### src/verilog/rapc_consts.svh
// register offsets, field positions and reset values for the right analog power bank
`ifndef RAPC_CONSTS_SVH
`define RAPC_CONSTS_SVH
`define RAPC_OFS_OVERRIDE 8'h27
`define RAPC_OFS_DRV_STATE 8'h28
`define RAPC_OFS_ANA_STATE 8'h29
`define RAPC_OFS_PUMP 8'h2a
`define RAPC_OFS_HALT 8'h2b
`define RAPC_RST_OVERRIDE 8'h00
`define RAPC_RST_DRV_STATE 8'h00
`define RAPC_RST_ANA_STATE 8'h00
`define RAPC_RST_PUMP 8'h01
`define RAPC_RST_HALT 8'h10
`define RAPC_BIT_GAIN 7
`define RAPC_BIT_MUTE 6
`define RAPC_BIT_DMUTE 5
`define RAPC_BIT_OFSCAL 3
`define RAPC_BIT_SHORT 2
`define RAPC_BIT_IMPS 1
`define RAPC_BIT_IMPW 0
`define RAPC_BIT_PUMP_EN 4
`define RAPC_BIT_PUMP_SEL 0
`define RAPC_BIT_HALT_PWR 4
`define RAPC_BIT_HALT_QUAD 1
`define RAPC_BIT_HALT_DIS 0
`define RAPC_ANA_CTRL_COUNT 7
`define RAPC_DRV_CTRL_COUNT 5
`define RAPC_ZERO8 8'h00
`endif

### src/verilog/rapc_pkg.sv
// types shared by the right analog power bank
package rapc_pkg;
   // register write request from the serial control port
   typedef struct packed {
      logic strobe;
      logic [7:0] addr;
      logic [7:0] data;
   } rapc_wr_t;
   // power controls delivered to the right-channel analog blocks
   typedef struct packed {
      logic [6:0] ana_power;
      logic [4:0] drv_power;
      logic pump_mode_select_enable;
      logic pump_mode_select;
      logic halt_detector_power;
      logic halt_detector_quad_current;
      logic halt_detector_disable;
   } rapc_ctrl_t;
   // bus phase state
   typedef enum logic [1:0] {
      RAPC_IDLE = 2'b01,
      RAPC_ACK = 2'b10
   } rapc_state_t;
endpackage : rapc_pkg

### src/verilog/rapc_regs.sv
// right-channel analog power control register bank
`timescale 1ns/1ns
`include "rapc_consts.svh"
module rapc_regs
   import rapc_pkg::*;
(
   input wire logic clock,
   input wire logic reset,
   input wire logic clock_enable,
   input wire logic wr_strobe,
   input wire logic [7:0] wr_addr,
   input wire logic [7:0] wr_data,
   input wire logic [7:0] rd_addr,
   output logic [7:0] rd_data_reg,
   output logic rd_hit_reg,
   input wire logic [6:0] auto_ana_power,
   input wire logic [4:0] auto_drv_power,
   input wire logic detector_pin,
   output logic [6:0] ana_power_reg,
   output logic [4:0] drv_power_reg,
   output logic pump_mode_select_enable_reg,
   output logic pump_mode_select_reg,
   output logic halt_detector_power_reg,
   output logic halt_detector_quad_current_reg,
   output logic halt_detector_disable_reg,
   output logic clock_halt_detector_reg
);
   logic [7:0] right_analog_override_reg;
   logic [7:0] right_driver_power_state_reg;
   logic [7:0] right_analog_power_state_reg;
   logic [7:0] charge_pump_mode_ctrl_reg;
   logic [7:0] clock_halt_detect_ctrl_reg;
   logic [6:0] ana_ovr;
   logic [6:0] ana_state;
   logic [4:0] drv_on;
   logic [4:0] drv_state;
   rapc_wr_t wr;
   rapc_ctrl_t ctrl_next;

   // gather the seven analog controls: gain, mute, dummy mute, four circuits
   function automatic logic [6:0] ana_pick(input logic [7:0] r);
      ana_pick = {r[`RAPC_BIT_GAIN], r[`RAPC_BIT_MUTE], r[`RAPC_BIT_DMUTE],
         r[`RAPC_BIT_OFSCAL], r[`RAPC_BIT_SHORT], r[`RAPC_BIT_IMPS], r[`RAPC_BIT_IMPW]};
   endfunction : ana_pick

   // read mux of the whole bank, reserved bits return what was written
   function automatic logic [7:0] bank_read(input logic [7:0] a, input logic [7:0] ov,
      input logic [7:0] ds, input logic [7:0] as, input logic [7:0] cp,
      input logic [7:0] hd);
      case (a)
         `RAPC_OFS_OVERRIDE: bank_read = ov;
         `RAPC_OFS_DRV_STATE: bank_read = ds;
         `RAPC_OFS_ANA_STATE: bank_read = as;
         `RAPC_OFS_PUMP: bank_read = cp;
         `RAPC_OFS_HALT: bank_read = hd;
         default: bank_read = `RAPC_ZERO8;
      endcase
   endfunction : bank_read

   assign wr = '{strobe: wr_strobe, addr: wr_addr, data: wr_data};

   // override register, every bit plain read/write
   always_ff @(posedge clock or posedge reset) begin
      if (reset) begin
         right_analog_override_reg <= `RAPC_RST_OVERRIDE;
      end else if (clock_enable && wr.strobe && wr.addr == `RAPC_OFS_OVERRIDE) begin
         right_analog_override_reg <= wr.data;
      end
   end

   // driver power state, spare upper bits kept as storage
   always_ff @(posedge clock or posedge reset) begin
      if (reset) begin
         right_driver_power_state_reg <= `RAPC_RST_DRV_STATE;
      end else if (clock_enable && wr.strobe && wr.addr == `RAPC_OFS_DRV_STATE) begin
         right_driver_power_state_reg <= wr.data;
      end
   end

   // analog power state mirrors the override layout
   always_ff @(posedge clock or posedge reset) begin
      if (reset) begin
         right_analog_power_state_reg <= `RAPC_RST_ANA_STATE;
      end else if (clock_enable && wr.strobe && wr.addr == `RAPC_OFS_ANA_STATE) begin
         right_analog_power_state_reg <= wr.data;
      end
   end

   // charge pump mode, select bit comes up in constant current mode
   always_ff @(posedge clock or posedge reset) begin
      if (reset) begin
         charge_pump_mode_ctrl_reg <= `RAPC_RST_PUMP;
      end else if (clock_enable && wr.strobe && wr.addr == `RAPC_OFS_PUMP) begin
         charge_pump_mode_ctrl_reg <= wr.data;
      end
   end

   // clock halt detector control, powered and enabled out of reset
   always_ff @(posedge clock or posedge reset) begin
      if (reset) begin
         clock_halt_detect_ctrl_reg <= `RAPC_RST_HALT;
      end else if (clock_enable && wr.strobe && wr.addr == `RAPC_OFS_HALT) begin
         clock_halt_detect_ctrl_reg <= wr.data;
      end
   end

   // registered read port, answers one cycle after the address
   always_ff @(posedge clock or posedge reset) begin
      if (reset) begin
         rd_data_reg <= `RAPC_ZERO8;
         rd_hit_reg <= 1'b0;
      end else if (clock_enable) begin
         rd_data_reg <= bank_read(rd_addr, right_analog_override_reg,
            right_driver_power_state_reg, right_analog_power_state_reg,
            charge_pump_mode_ctrl_reg, clock_halt_detect_ctrl_reg);
         rd_hit_reg <= (rd_addr >= `RAPC_OFS_OVERRIDE) && (rd_addr <= `RAPC_OFS_HALT);
      end
   end

   // driver override bits live in the neighbouring bank; they are all-ones here
   // so the driver state bits in this bank always take effect
   assign ana_ovr = ana_pick(right_analog_override_reg);
   assign ana_state = ana_pick(right_analog_power_state_reg);
   assign drv_on = {`RAPC_DRV_CTRL_COUNT{1'b1}};
   assign drv_state = right_driver_power_state_reg[`RAPC_DRV_CTRL_COUNT-1:0];

   rapc_ovr_mux #(.WIDTH(`RAPC_ANA_CTRL_COUNT)) u_ana_mux (
      .clock(clock),
      .reset(reset),
      .clock_enable(clock_enable),
      .override_bits(ana_ovr),
      .state_bits(ana_state),
      .auto_bits(auto_ana_power),
      .power_reg(ana_power_reg)
   );

   rapc_ovr_mux #(.WIDTH(`RAPC_DRV_CTRL_COUNT)) u_drv_mux (
      .clock(clock),
      .reset(reset),
      .clock_enable(clock_enable),
      .override_bits(drv_on),
      .state_bits(drv_state),
      .auto_bits(auto_drv_power),
      .power_reg(drv_power_reg)
   );

   // pump and detector control fields
   always_comb begin
      ctrl_next = '0;
      ctrl_next.pump_mode_select_enable = charge_pump_mode_ctrl_reg[`RAPC_BIT_PUMP_EN];
      ctrl_next.pump_mode_select = charge_pump_mode_ctrl_reg[`RAPC_BIT_PUMP_SEL];
      ctrl_next.halt_detector_power = clock_halt_detect_ctrl_reg[`RAPC_BIT_HALT_PWR];
      ctrl_next.halt_detector_quad_current =
         clock_halt_detect_ctrl_reg[`RAPC_BIT_HALT_QUAD];
      ctrl_next.halt_detector_disable = clock_halt_detect_ctrl_reg[`RAPC_BIT_HALT_DIS];
   end

   // outputs staged one cycle so each comes straight from a flip-flop
   always_ff @(posedge clock or posedge reset) begin
      if (reset) begin
         pump_mode_select_enable_reg <= 1'b0;
         pump_mode_select_reg <= 1'b1;
         halt_detector_power_reg <= 1'b1;
         halt_detector_quad_current_reg <= 1'b0;
         halt_detector_disable_reg <= 1'b0;
      end else if (clock_enable) begin
         pump_mode_select_enable_reg <= ctrl_next.pump_mode_select_enable;
         pump_mode_select_reg <= ctrl_next.pump_mode_select;
         halt_detector_power_reg <= ctrl_next.halt_detector_power;
         halt_detector_quad_current_reg <= ctrl_next.halt_detector_quad_current;
         halt_detector_disable_reg <= ctrl_next.halt_detector_disable;
      end
   end

   rapc_halt_out u_halt (
      .clock(clock),
      .reset(reset),
      .clock_enable(clock_enable),
      .detector_disable(clock_halt_detect_ctrl_reg[`RAPC_BIT_HALT_DIS]),
      .detector_pin(detector_pin),
      .halt_reg(clock_halt_detector_reg)
   );

   // a taken write lands at the edge that takes it, spare bits included
   a_ovr_write: assert property (@(posedge clock) disable iff (reset)
      (clock_enable && wr_strobe && wr_addr == `RAPC_OFS_OVERRIDE)
      |=> right_analog_override_reg == $past(wr_data))
      else $error("override write lost");
   a_drv_write: assert property (@(posedge clock) disable iff (reset)
      (clock_enable && wr_strobe && wr_addr == `RAPC_OFS_DRV_STATE)
      |=> right_driver_power_state_reg == $past(wr_data))
      else $error("driver state write lost");
   a_ana_write: assert property (@(posedge clock) disable iff (reset)
      (clock_enable && wr_strobe && wr_addr == `RAPC_OFS_ANA_STATE)
      |=> right_analog_power_state_reg == $past(wr_data))
      else $error("analog state write lost");
   a_pump_write: assert property (@(posedge clock) disable iff (reset)
      (clock_enable && wr_strobe && wr_addr == `RAPC_OFS_PUMP)
      |=> charge_pump_mode_ctrl_reg == $past(wr_data))
      else $error("pump write lost");
   a_halt_write: assert property (@(posedge clock) disable iff (reset)
      (clock_enable && wr_strobe && wr_addr == `RAPC_OFS_HALT)
      |=> clock_halt_detect_ctrl_reg == $past(wr_data))
      else $error("halt control write lost");
   a_spare_keep: assert property (@(posedge clock) disable iff (reset)
      (clock_enable && wr_strobe && wr_addr == `RAPC_OFS_DRV_STATE)
      |=> right_driver_power_state_reg[7:5] == $past(wr_data[7:5]))
      else $error("spare bits not stored");
   a_spare_four: assert property (@(posedge clock) disable iff (reset)
      (clock_enable && wr_strobe && wr_addr == `RAPC_OFS_OVERRIDE)
      |=> right_analog_override_reg[4] == $past(wr_data[4]))
      else $error("spare override bit lost");

   // without a taken write, a frozen clock included, every register keeps its value
   a_ovr_hold: assert property (@(posedge clock) disable iff (reset)
      !(clock_enable && wr_strobe && wr_addr == `RAPC_OFS_OVERRIDE)
      |=> $stable(right_analog_override_reg))
      else $error("override changed without write");
   a_drv_hold: assert property (@(posedge clock) disable iff (reset)
      !(clock_enable && wr_strobe && wr_addr == `RAPC_OFS_DRV_STATE)
      |=> $stable(right_driver_power_state_reg))
      else $error("driver state changed without write");
   a_ana_hold: assert property (@(posedge clock) disable iff (reset)
      !(clock_enable && wr_strobe && wr_addr == `RAPC_OFS_ANA_STATE)
      |=> $stable(right_analog_power_state_reg))
      else $error("analog state changed without write");
   a_pump_hold: assert property (@(posedge clock) disable iff (reset)
      !(clock_enable && wr_strobe && wr_addr == `RAPC_OFS_PUMP)
      |=> $stable(charge_pump_mode_ctrl_reg))
      else $error("pump control changed without write");
   a_halt_hold: assert property (@(posedge clock) disable iff (reset)
      !(clock_enable && wr_strobe && wr_addr == `RAPC_OFS_HALT)
      |=> $stable(clock_halt_detect_ctrl_reg))
      else $error("halt control changed without write");

   // the mux samples override and state at one edge and shows them at the next
   a_gain_follow: assert property (@(posedge clock) disable iff (reset)
      (clock_enable && right_analog_override_reg[`RAPC_BIT_GAIN])
      |=> ana_power_reg[6] == $past(right_analog_power_state_reg[`RAPC_BIT_GAIN]))
      else $error("gain override not followed");
   a_mute_follow: assert property (@(posedge clock) disable iff (reset)
      (clock_enable && right_analog_override_reg[`RAPC_BIT_MUTE])
      |=> ana_power_reg[5] == $past(right_analog_power_state_reg[`RAPC_BIT_MUTE]))
      else $error("mute override not followed");
   a_mute_auto: assert property (@(posedge clock) disable iff (reset)
      (!reset && clock_enable && !right_analog_override_reg[`RAPC_BIT_MUTE])
      |=> ana_power_reg[5] == $past(auto_ana_power[5]))
      else $error("mute not automatic");
   a_ofscal_follow: assert property (@(posedge clock) disable iff (reset)
      (clock_enable && right_analog_override_reg[`RAPC_BIT_OFSCAL])
      |=> ana_power_reg[3] == $past(right_analog_power_state_reg[`RAPC_BIT_OFSCAL]))
      else $error("offset cal override not followed");
   a_drv_state: assert property (@(posedge clock) disable iff (reset)
      clock_enable |=> drv_power_reg == $past(right_driver_power_state_reg[4:0]))
      else $error("driver power not from state");

   // read port; the release edge is skipped because the flops still sit in reset there
   a_read_override: assert property (@(posedge clock) disable iff (reset)
      (!reset && clock_enable && rd_addr == `RAPC_OFS_OVERRIDE)
      |=> rd_data_reg == $past(right_analog_override_reg) && rd_hit_reg)
      else $error("override readback wrong");
   a_read_drv: assert property (@(posedge clock) disable iff (reset)
      (!reset && clock_enable && rd_addr == `RAPC_OFS_DRV_STATE)
      |=> rd_data_reg == $past(right_driver_power_state_reg) && rd_hit_reg)
      else $error("driver state readback wrong");
   a_read_back: assert property (@(posedge clock) disable iff (reset)
      (!reset && clock_enable && rd_addr == `RAPC_OFS_ANA_STATE)
      |=> rd_data_reg == $past(right_analog_power_state_reg) && rd_hit_reg)
      else $error("state readback wrong");
   a_read_pump: assert property (@(posedge clock) disable iff (reset)
      (!reset && clock_enable && rd_addr == `RAPC_OFS_PUMP)
      |=> rd_data_reg == $past(charge_pump_mode_ctrl_reg) && rd_hit_reg)
      else $error("pump readback wrong");
   a_read_halt: assert property (@(posedge clock) disable iff (reset)
      (!reset && clock_enable && rd_addr == `RAPC_OFS_HALT)
      |=> rd_data_reg == $past(clock_halt_detect_ctrl_reg) && rd_hit_reg)
      else $error("halt control readback wrong");
   a_unmapped_zero: assert property (@(posedge clock) disable iff (reset)
      (clock_enable && rd_addr > `RAPC_OFS_HALT) |=> rd_data_reg == `RAPC_ZERO8 && !rd_hit_reg)
      else $error("unmapped read not zero");
   a_unmapped_low: assert property (@(posedge clock) disable iff (reset)
      (clock_enable && rd_addr < `RAPC_OFS_OVERRIDE) |=> rd_data_reg == `RAPC_ZERO8 && !rd_hit_reg)
      else $error("unmapped low read not zero");

   // pump and detector fields are one-cycle copies of their register bits
   a_pump_select: assert property (@(posedge clock) disable iff (reset)
      clock_enable |=> pump_mode_select_reg == $past(charge_pump_mode_ctrl_reg[0]) &&
      pump_mode_select_enable_reg == $past(charge_pump_mode_ctrl_reg[4]))
      else $error("pump fields wrong");
   a_halt_fields: assert property (@(posedge clock) disable iff (reset)
      clock_enable |=> halt_detector_power_reg == $past(clock_halt_detect_ctrl_reg[4]) &&
      halt_detector_quad_current_reg == $past(clock_halt_detect_ctrl_reg[1]) &&
      halt_detector_disable_reg == $past(clock_halt_detect_ctrl_reg[0]))
      else $error("halt fields wrong");

   // a low clock enable must freeze the mux, read port and halt detector outputs, not just the registers
   a_freeze_all: assert property (@(posedge clock) disable iff (reset)
      !clock_enable |=> $stable(ana_power_reg) && $stable(drv_power_reg) &&
      $stable(rd_data_reg) && $stable(rd_hit_reg) && $stable(clock_halt_detector_reg))
      else $error("outputs moved while frozen");

   // main scenarios the bench should reach
   c_gain_override: cover property (@(posedge clock)
      right_analog_override_reg[`RAPC_BIT_GAIN] && right_analog_power_state_reg[7]);
   c_halt_disable: cover property (@(posedge clock)
      clock_halt_detect_ctrl_reg[`RAPC_BIT_HALT_DIS] ##1 clock_halt_detector_reg);
   c_pump_normal: cover property (@(posedge clock)
      charge_pump_mode_ctrl_reg[`RAPC_BIT_PUMP_EN] && !charge_pump_mode_ctrl_reg[0]);
   c_frozen_write: cover property (@(posedge clock)
      !clock_enable && wr_strobe);
   c_unmapped_read: cover property (@(posedge clock)
      (clock_enable && rd_addr > `RAPC_OFS_HALT) ##1 !rd_hit_reg);
endmodule : rapc_regs

### src/verilog/rapc_ovr_mux.sv
// per-bit selection between automatic sequencing and software state
`timescale 1ns/1ns
module rapc_ovr_mux #(
   parameter int WIDTH = 7
) (
   input wire logic clock,
   input wire logic reset,
   input wire logic clock_enable,
   input wire logic [WIDTH-1:0] override_bits,
   input wire logic [WIDTH-1:0] state_bits,
   input wire logic [WIDTH-1:0] auto_bits,
   output logic [WIDTH-1:0] power_reg
);
   genvar i;
   // registered so the analog control lines never glitch on a bank write
   generate
      for (i = 0; i < WIDTH; i = i + 1) begin : g_bit
         always_ff @(posedge clock or posedge reset) begin
            if (reset) begin
               power_reg[i] <= 1'b0;
            end else if (clock_enable) begin
               power_reg[i] <= override_bits[i] ? state_bits[i] : auto_bits[i];
            end
         end
      end
   endgenerate

   // the release edge still runs the reset branch, so attempts sampled in reset are skipped
   a_ovr_follow: assert property (@(posedge clock) disable iff (reset)
      (!reset && clock_enable) |=> power_reg == (($past(override_bits) & $past(state_bits)) |
      (~$past(override_bits) & $past(auto_bits))))
      else $error("override selection wrong");
endmodule : rapc_ovr_mux

### src/verilog/rapc_halt_out.sv
// clock halt detector output conditioning
`timescale 1ns/1ns
module rapc_halt_out (
   input wire logic clock,
   input wire logic reset,
   input wire logic clock_enable,
   input wire logic detector_disable,
   input wire logic detector_pin,
   output logic halt_reg
);
   logic [2:0] sync_reg;
   // analog detector output is asynchronous: three stages, settle on agreement
   always_ff @(posedge clock or posedge reset) begin
      if (reset) begin
         sync_reg <= 3'h0;
      end else if (clock_enable) begin
         sync_reg <= {sync_reg[1:0], detector_pin};
      end
   end
   // held at 1 while disabled so downstream logic sees no halt event
   always_ff @(posedge clock or posedge reset) begin
      if (reset) begin
         halt_reg <= 1'b1;
      end else if (clock_enable) begin
         if (detector_disable) begin
            halt_reg <= 1'b1;
         end else if (sync_reg[2] == sync_reg[1]) begin
            halt_reg <= sync_reg[1];
         end
      end
   end

   a_halt_forced: assert property (@(posedge clock) disable iff (reset)
      (clock_enable && detector_disable) |=> halt_reg)
      else $error("disabled detector not forced high");
endmodule : rapc_halt_out

### config.mk
export PLATFORM = sky130hd
export DESIGN_NAME = rapc_regs
export DESIGN_NICKNAME = d
export VERILOG_FILES = /design/src/verilog/rapc_pkg.sv /design/src/verilog/rapc_regs.sv /design/src/verilog/rapc_ovr_mux.sv /design/src/verilog/rapc_halt_out.sv
export VERILOG_INCLUDE_DIRS = /design/src /design/src/verilog
export SDC_FILE = /design/constraint.sdc
export NUM_CORES = 1
export LEC_CHECK = 0
export ABC_CLOCK_PERIOD_IN_PS = 1930
export BUFFER_PORTS_ARGS = -buffer_cell sky130_fd_sc_hd__buf_4
export CORE_UTILIZATION = 49
export CTS_CLUSTER_SIZE = 24
export DETAILED_ROUTE_END_ITERATION = 10
export PLACE_DENSITY = 0.87
export SLEW_MARGIN = 20
export SYNTH_ARGS = -nofsm -noshare
export SYNTH_HDL_FRONTEND = slang
export SYNTH_SLANG_ARGS = --single-unit
### constraint.sdc
create_clock -name clock -period 1.93 [get_ports clock]
set_clock_uncertainty 0.1 [all_clocks]
set_input_delay 0.193 -clock clock [delete_from_list [all_inputs] [get_ports clock]]
set_output_delay 0.193 -clock clock [all_outputs]
set_load 0.01 [all_outputs]
==> results by group <==
Timing
  – Relative slew slack: 65.20%
  – Final hold vios: 0
  – Final setup viols: 0
  – Max Transition Viols Final: 0
  – Setup TNS: 0 ns
  – Fmax: between 600 and 700 MHz
  – RSZ-0062 raised after global routing: false
  – Period utilization: between 80% and 90%
  – Min cycle time layout: roughly 1.6 ns
  – Slew @ Worst Pin: roughly 0.52 ns

Yosys
  – Net count after synthesis: about 280
  – Area contributors post-synth: dfrtp_1, mux2_2, mux2i_1, dfstp_2, a22o_1
  – Synthesized area per cell: between 10 and 15 sq um
  – Synth cell types: 31
  – Synth top area share: between 50% and 60%
  – Sequential share of the synthesized area: 55.86%
  – EDFF count, synth: 0
  – Dominant cell type by area after synthesis: dfrtp_1
  – Post-synthesis cell count: approximately 230
  – YS warnings: 0
  – Yosys reg bits: 70
  – Main synth FF type: dfrtp_1
  – Post-Synthesis Cell Area: about 3100 sq um
  – Async set-reset flop share out of synthesis: between 90% and 100%

Critical path
  – Max FO, Critical Path: 8
  – CP Buf/Inv Count: 1
  – Worst endpoint required time: just over 2 ns
  – Crit. End Element: flop
  – Top Family by Delay on Critical Path: simple AND/OR/NAND/NOR gates
  – Slowest CP cell: mux2_2
  – Peak per-stage delay on the critical path: a little under 0.4 ns
  – Critical Path Source Type: input pin
  – Crit Path Class: in -> reg
  – Cell Chain, Critical Path: buf_4 -> nand4b_2 -> nor4_4 -> nand2_1 -> mux2_2
  – R2R setup slack: around 0.77 ns
  – Arrival time at the worst endpoint: 1.68 ns

Die
  – Io pins: 68
  – Die Y-Extent: 82.14 um
  – Core box area: between 6000 and 7000 sq um
  – Initial Utilization: 51.92%
  – Die width: roughly 80 um
  – Area of the die: 6746 sq um
  – Row cnt: 28

Power and ir drop
  – Static Leak: between 0.0015 and 0.002 uW
  – PwrDens: between 700 and 800 nW/um^2
  – VDD IR max: roughly 0.00043 V

Detailed routing
  – DRC: 0
  – First-pass DRT Iterations: 4
  – Wire per inst: between 15 and 20 um
  – DRT iter0 DRCs: slightly above 80
  – Final WL: roughly 6.8 mm
  – Post-DRT Antenna Nets: 0
  – Routed via count: roughly 2,200
  – Vias/cell: around 5.6

Clock network
  – Maximum root-to-sink buffer count: 2
  – Hold-fix buffers, CTS: 2
  – Post_cts resized: 0
  – Clock transition at path regs: 0.07 ns
  – Clock sink total: 70
  – Clock Latency Late Sink: 0.34 ns
  – H-tree depth: 3
  – CTS Buf Count: 9
  – Post-CTS Setup Inserts: 0
  – Root Buffer Master: clkbuf_8
  – CTS tree: built

Layout
  – Nets: about 350
  – Ant diodes: 0
  – FILL cells: roughly 470
  – Commonest non-fill, non-tap cell in the layout: buf_4
  – Layout cell share with drive strength beyond 1: ~49%
  – Finished Layout Cells: roughly 390
  – Commonest cells after routing, fill and taps aside: buf_4, dfrtp_1, mux2_2
  – Synth-to-Final Area Change: 24.69%

GRT
  – Overall global routing resource usage: 22.58%
  – Largest net degree at the start of global routing: 42
  – Antenna violations before repair: 0
  – First-pass GRT wire length: approximately 11 mm
  – GR Overflow Total: 0
  – Number of global-route vias before repair: between 2,000 and 2,500

Place
  – Buffers added on ports: between 60 and 70
  – Post-Place Cells: approximately 370
  – Gpl congestion: ~0.77
  – Hpwl dp: roughly 4.6 mm

Worst hold path
  – Hold Path Class: in -> reg

Status
  – Status: completed

Job
  – Max cap viols: 0
per-layer routing:
layer | part of all wire, % | track usage [%] | vias to the layer above
li1 | - | - | 1006
met1 | 41 | 25.82 | 1099
met2 | 53 | 40.58 | 59
met3 | 4.0 | 4.176 | 14
met4 | 1.8 | 10.70 | 0
met5 | 0 | 0 | -
final timing paths:
| kind | endpoint | startpoint | depth (start not counted) |
|---|---|---|---|
| hold reg to reg | charge_pump_mode_ctrl_reg[1] | charge_pump_mode_ctrl_reg[1] | 1 |
| min in group asynchronous | right_analog_power_state_reg[3] | reset | 4 |
| max in group asynchronous | pump_mode_select_reg | reset | 4 |
| setup / recovery | right_driver_power_state_reg[5] | wr_addr[4] | 5 |
| hold / removal | right_analog_power_state_reg[0] | wr_data[0] | 2 |
| setup reg to reg | rd_data_reg[1] | right_driver_power_state_reg[1] | 4 |
worst register-to-register path, stage by stage (launching register included):
cell and delay [ns]:
dfrtp_1 0.41, mux2i_1 0.13, o2bb2ai_1 0.09, a22oi_1 0.21
o22ai_1 0.09
cell families (layout without fill, tap and decap cells):
family          count (synthesis)  after routing  share of synthesized area, %
flops                          70             70                         55.86
mux                            68             68                         23.74
compound gates                 44             44                         10.10
simple gates                   35             35                         8.072
buf+inv                        17             96                         2.227
cell usage after synthesis (2+ instances only):
master and instances:
clkbuf_1 4, nor2_1 13, nand2_1 2, nor2b_1 3, dfstp_2 5, a21boi_0 3
o22ai_1 5, o2bb2ai_1 5, buf_1 3, nand2b_1 4, a22oi_1 8, mux2i_1 15
buf_2 2, mux2_2 53, nand3b_2 2, a22o_1 8, a21oi_1 9, nor4_4 2
and2_1 3, o21ai_0 4, inv_1 7, dfrtp_1 65
layout make-up:
| cell class | count | area, sq um | area share [%] |
|---|---|---|---|
| flip-flops and latches | 70 | 1758 | 44.80 |
| repair buffers | 75 | 568.0 | 14.48 |
| multi-input cells | 147 | 1319 | 33.61 |
| inverters | 7 | 30.03 | 0.7653 |
| well taps | 75 | 93.84 | 2.392 |
| clock buffers | 12 | 145.1 | 3.699 |
| clock inverters | 2 | 10.01 | 0.2551 |
metrics by stage:
step | worst slack, ns | utilization, % | hold WS (ns) | area, sq um | power (uW)
2_1_floorplan | 0.2882 | - | 0.2435 | 3151 | 1737
3_3_place_gp | 0.06571 | 61.85 | 0.2113 | 3749 | 1880
3_5_place_dp | 0.01741 | 61.85 | 0.2246 | 3749 | 1893
4_1_cts | 0.3813 | 64.74 | 0.003033 | 3924 | 2879
5_1_grt | 0.2979 | 64.74 | 0.01480 | 3924 | 2954
6_report | 0.3770 | 64.74 | 0.01592 | 3924 | 2850
where the power goes:
part | internal, uW | switching, uW | total [uW]
logic | 156 | 143 | 298
clock network | 484 | 501 | 985
registers | 1530 | 37.5 | 1570
total | 2170 | 681 | 2850
No activity file was read; power rests on OpenSTA's default activity.
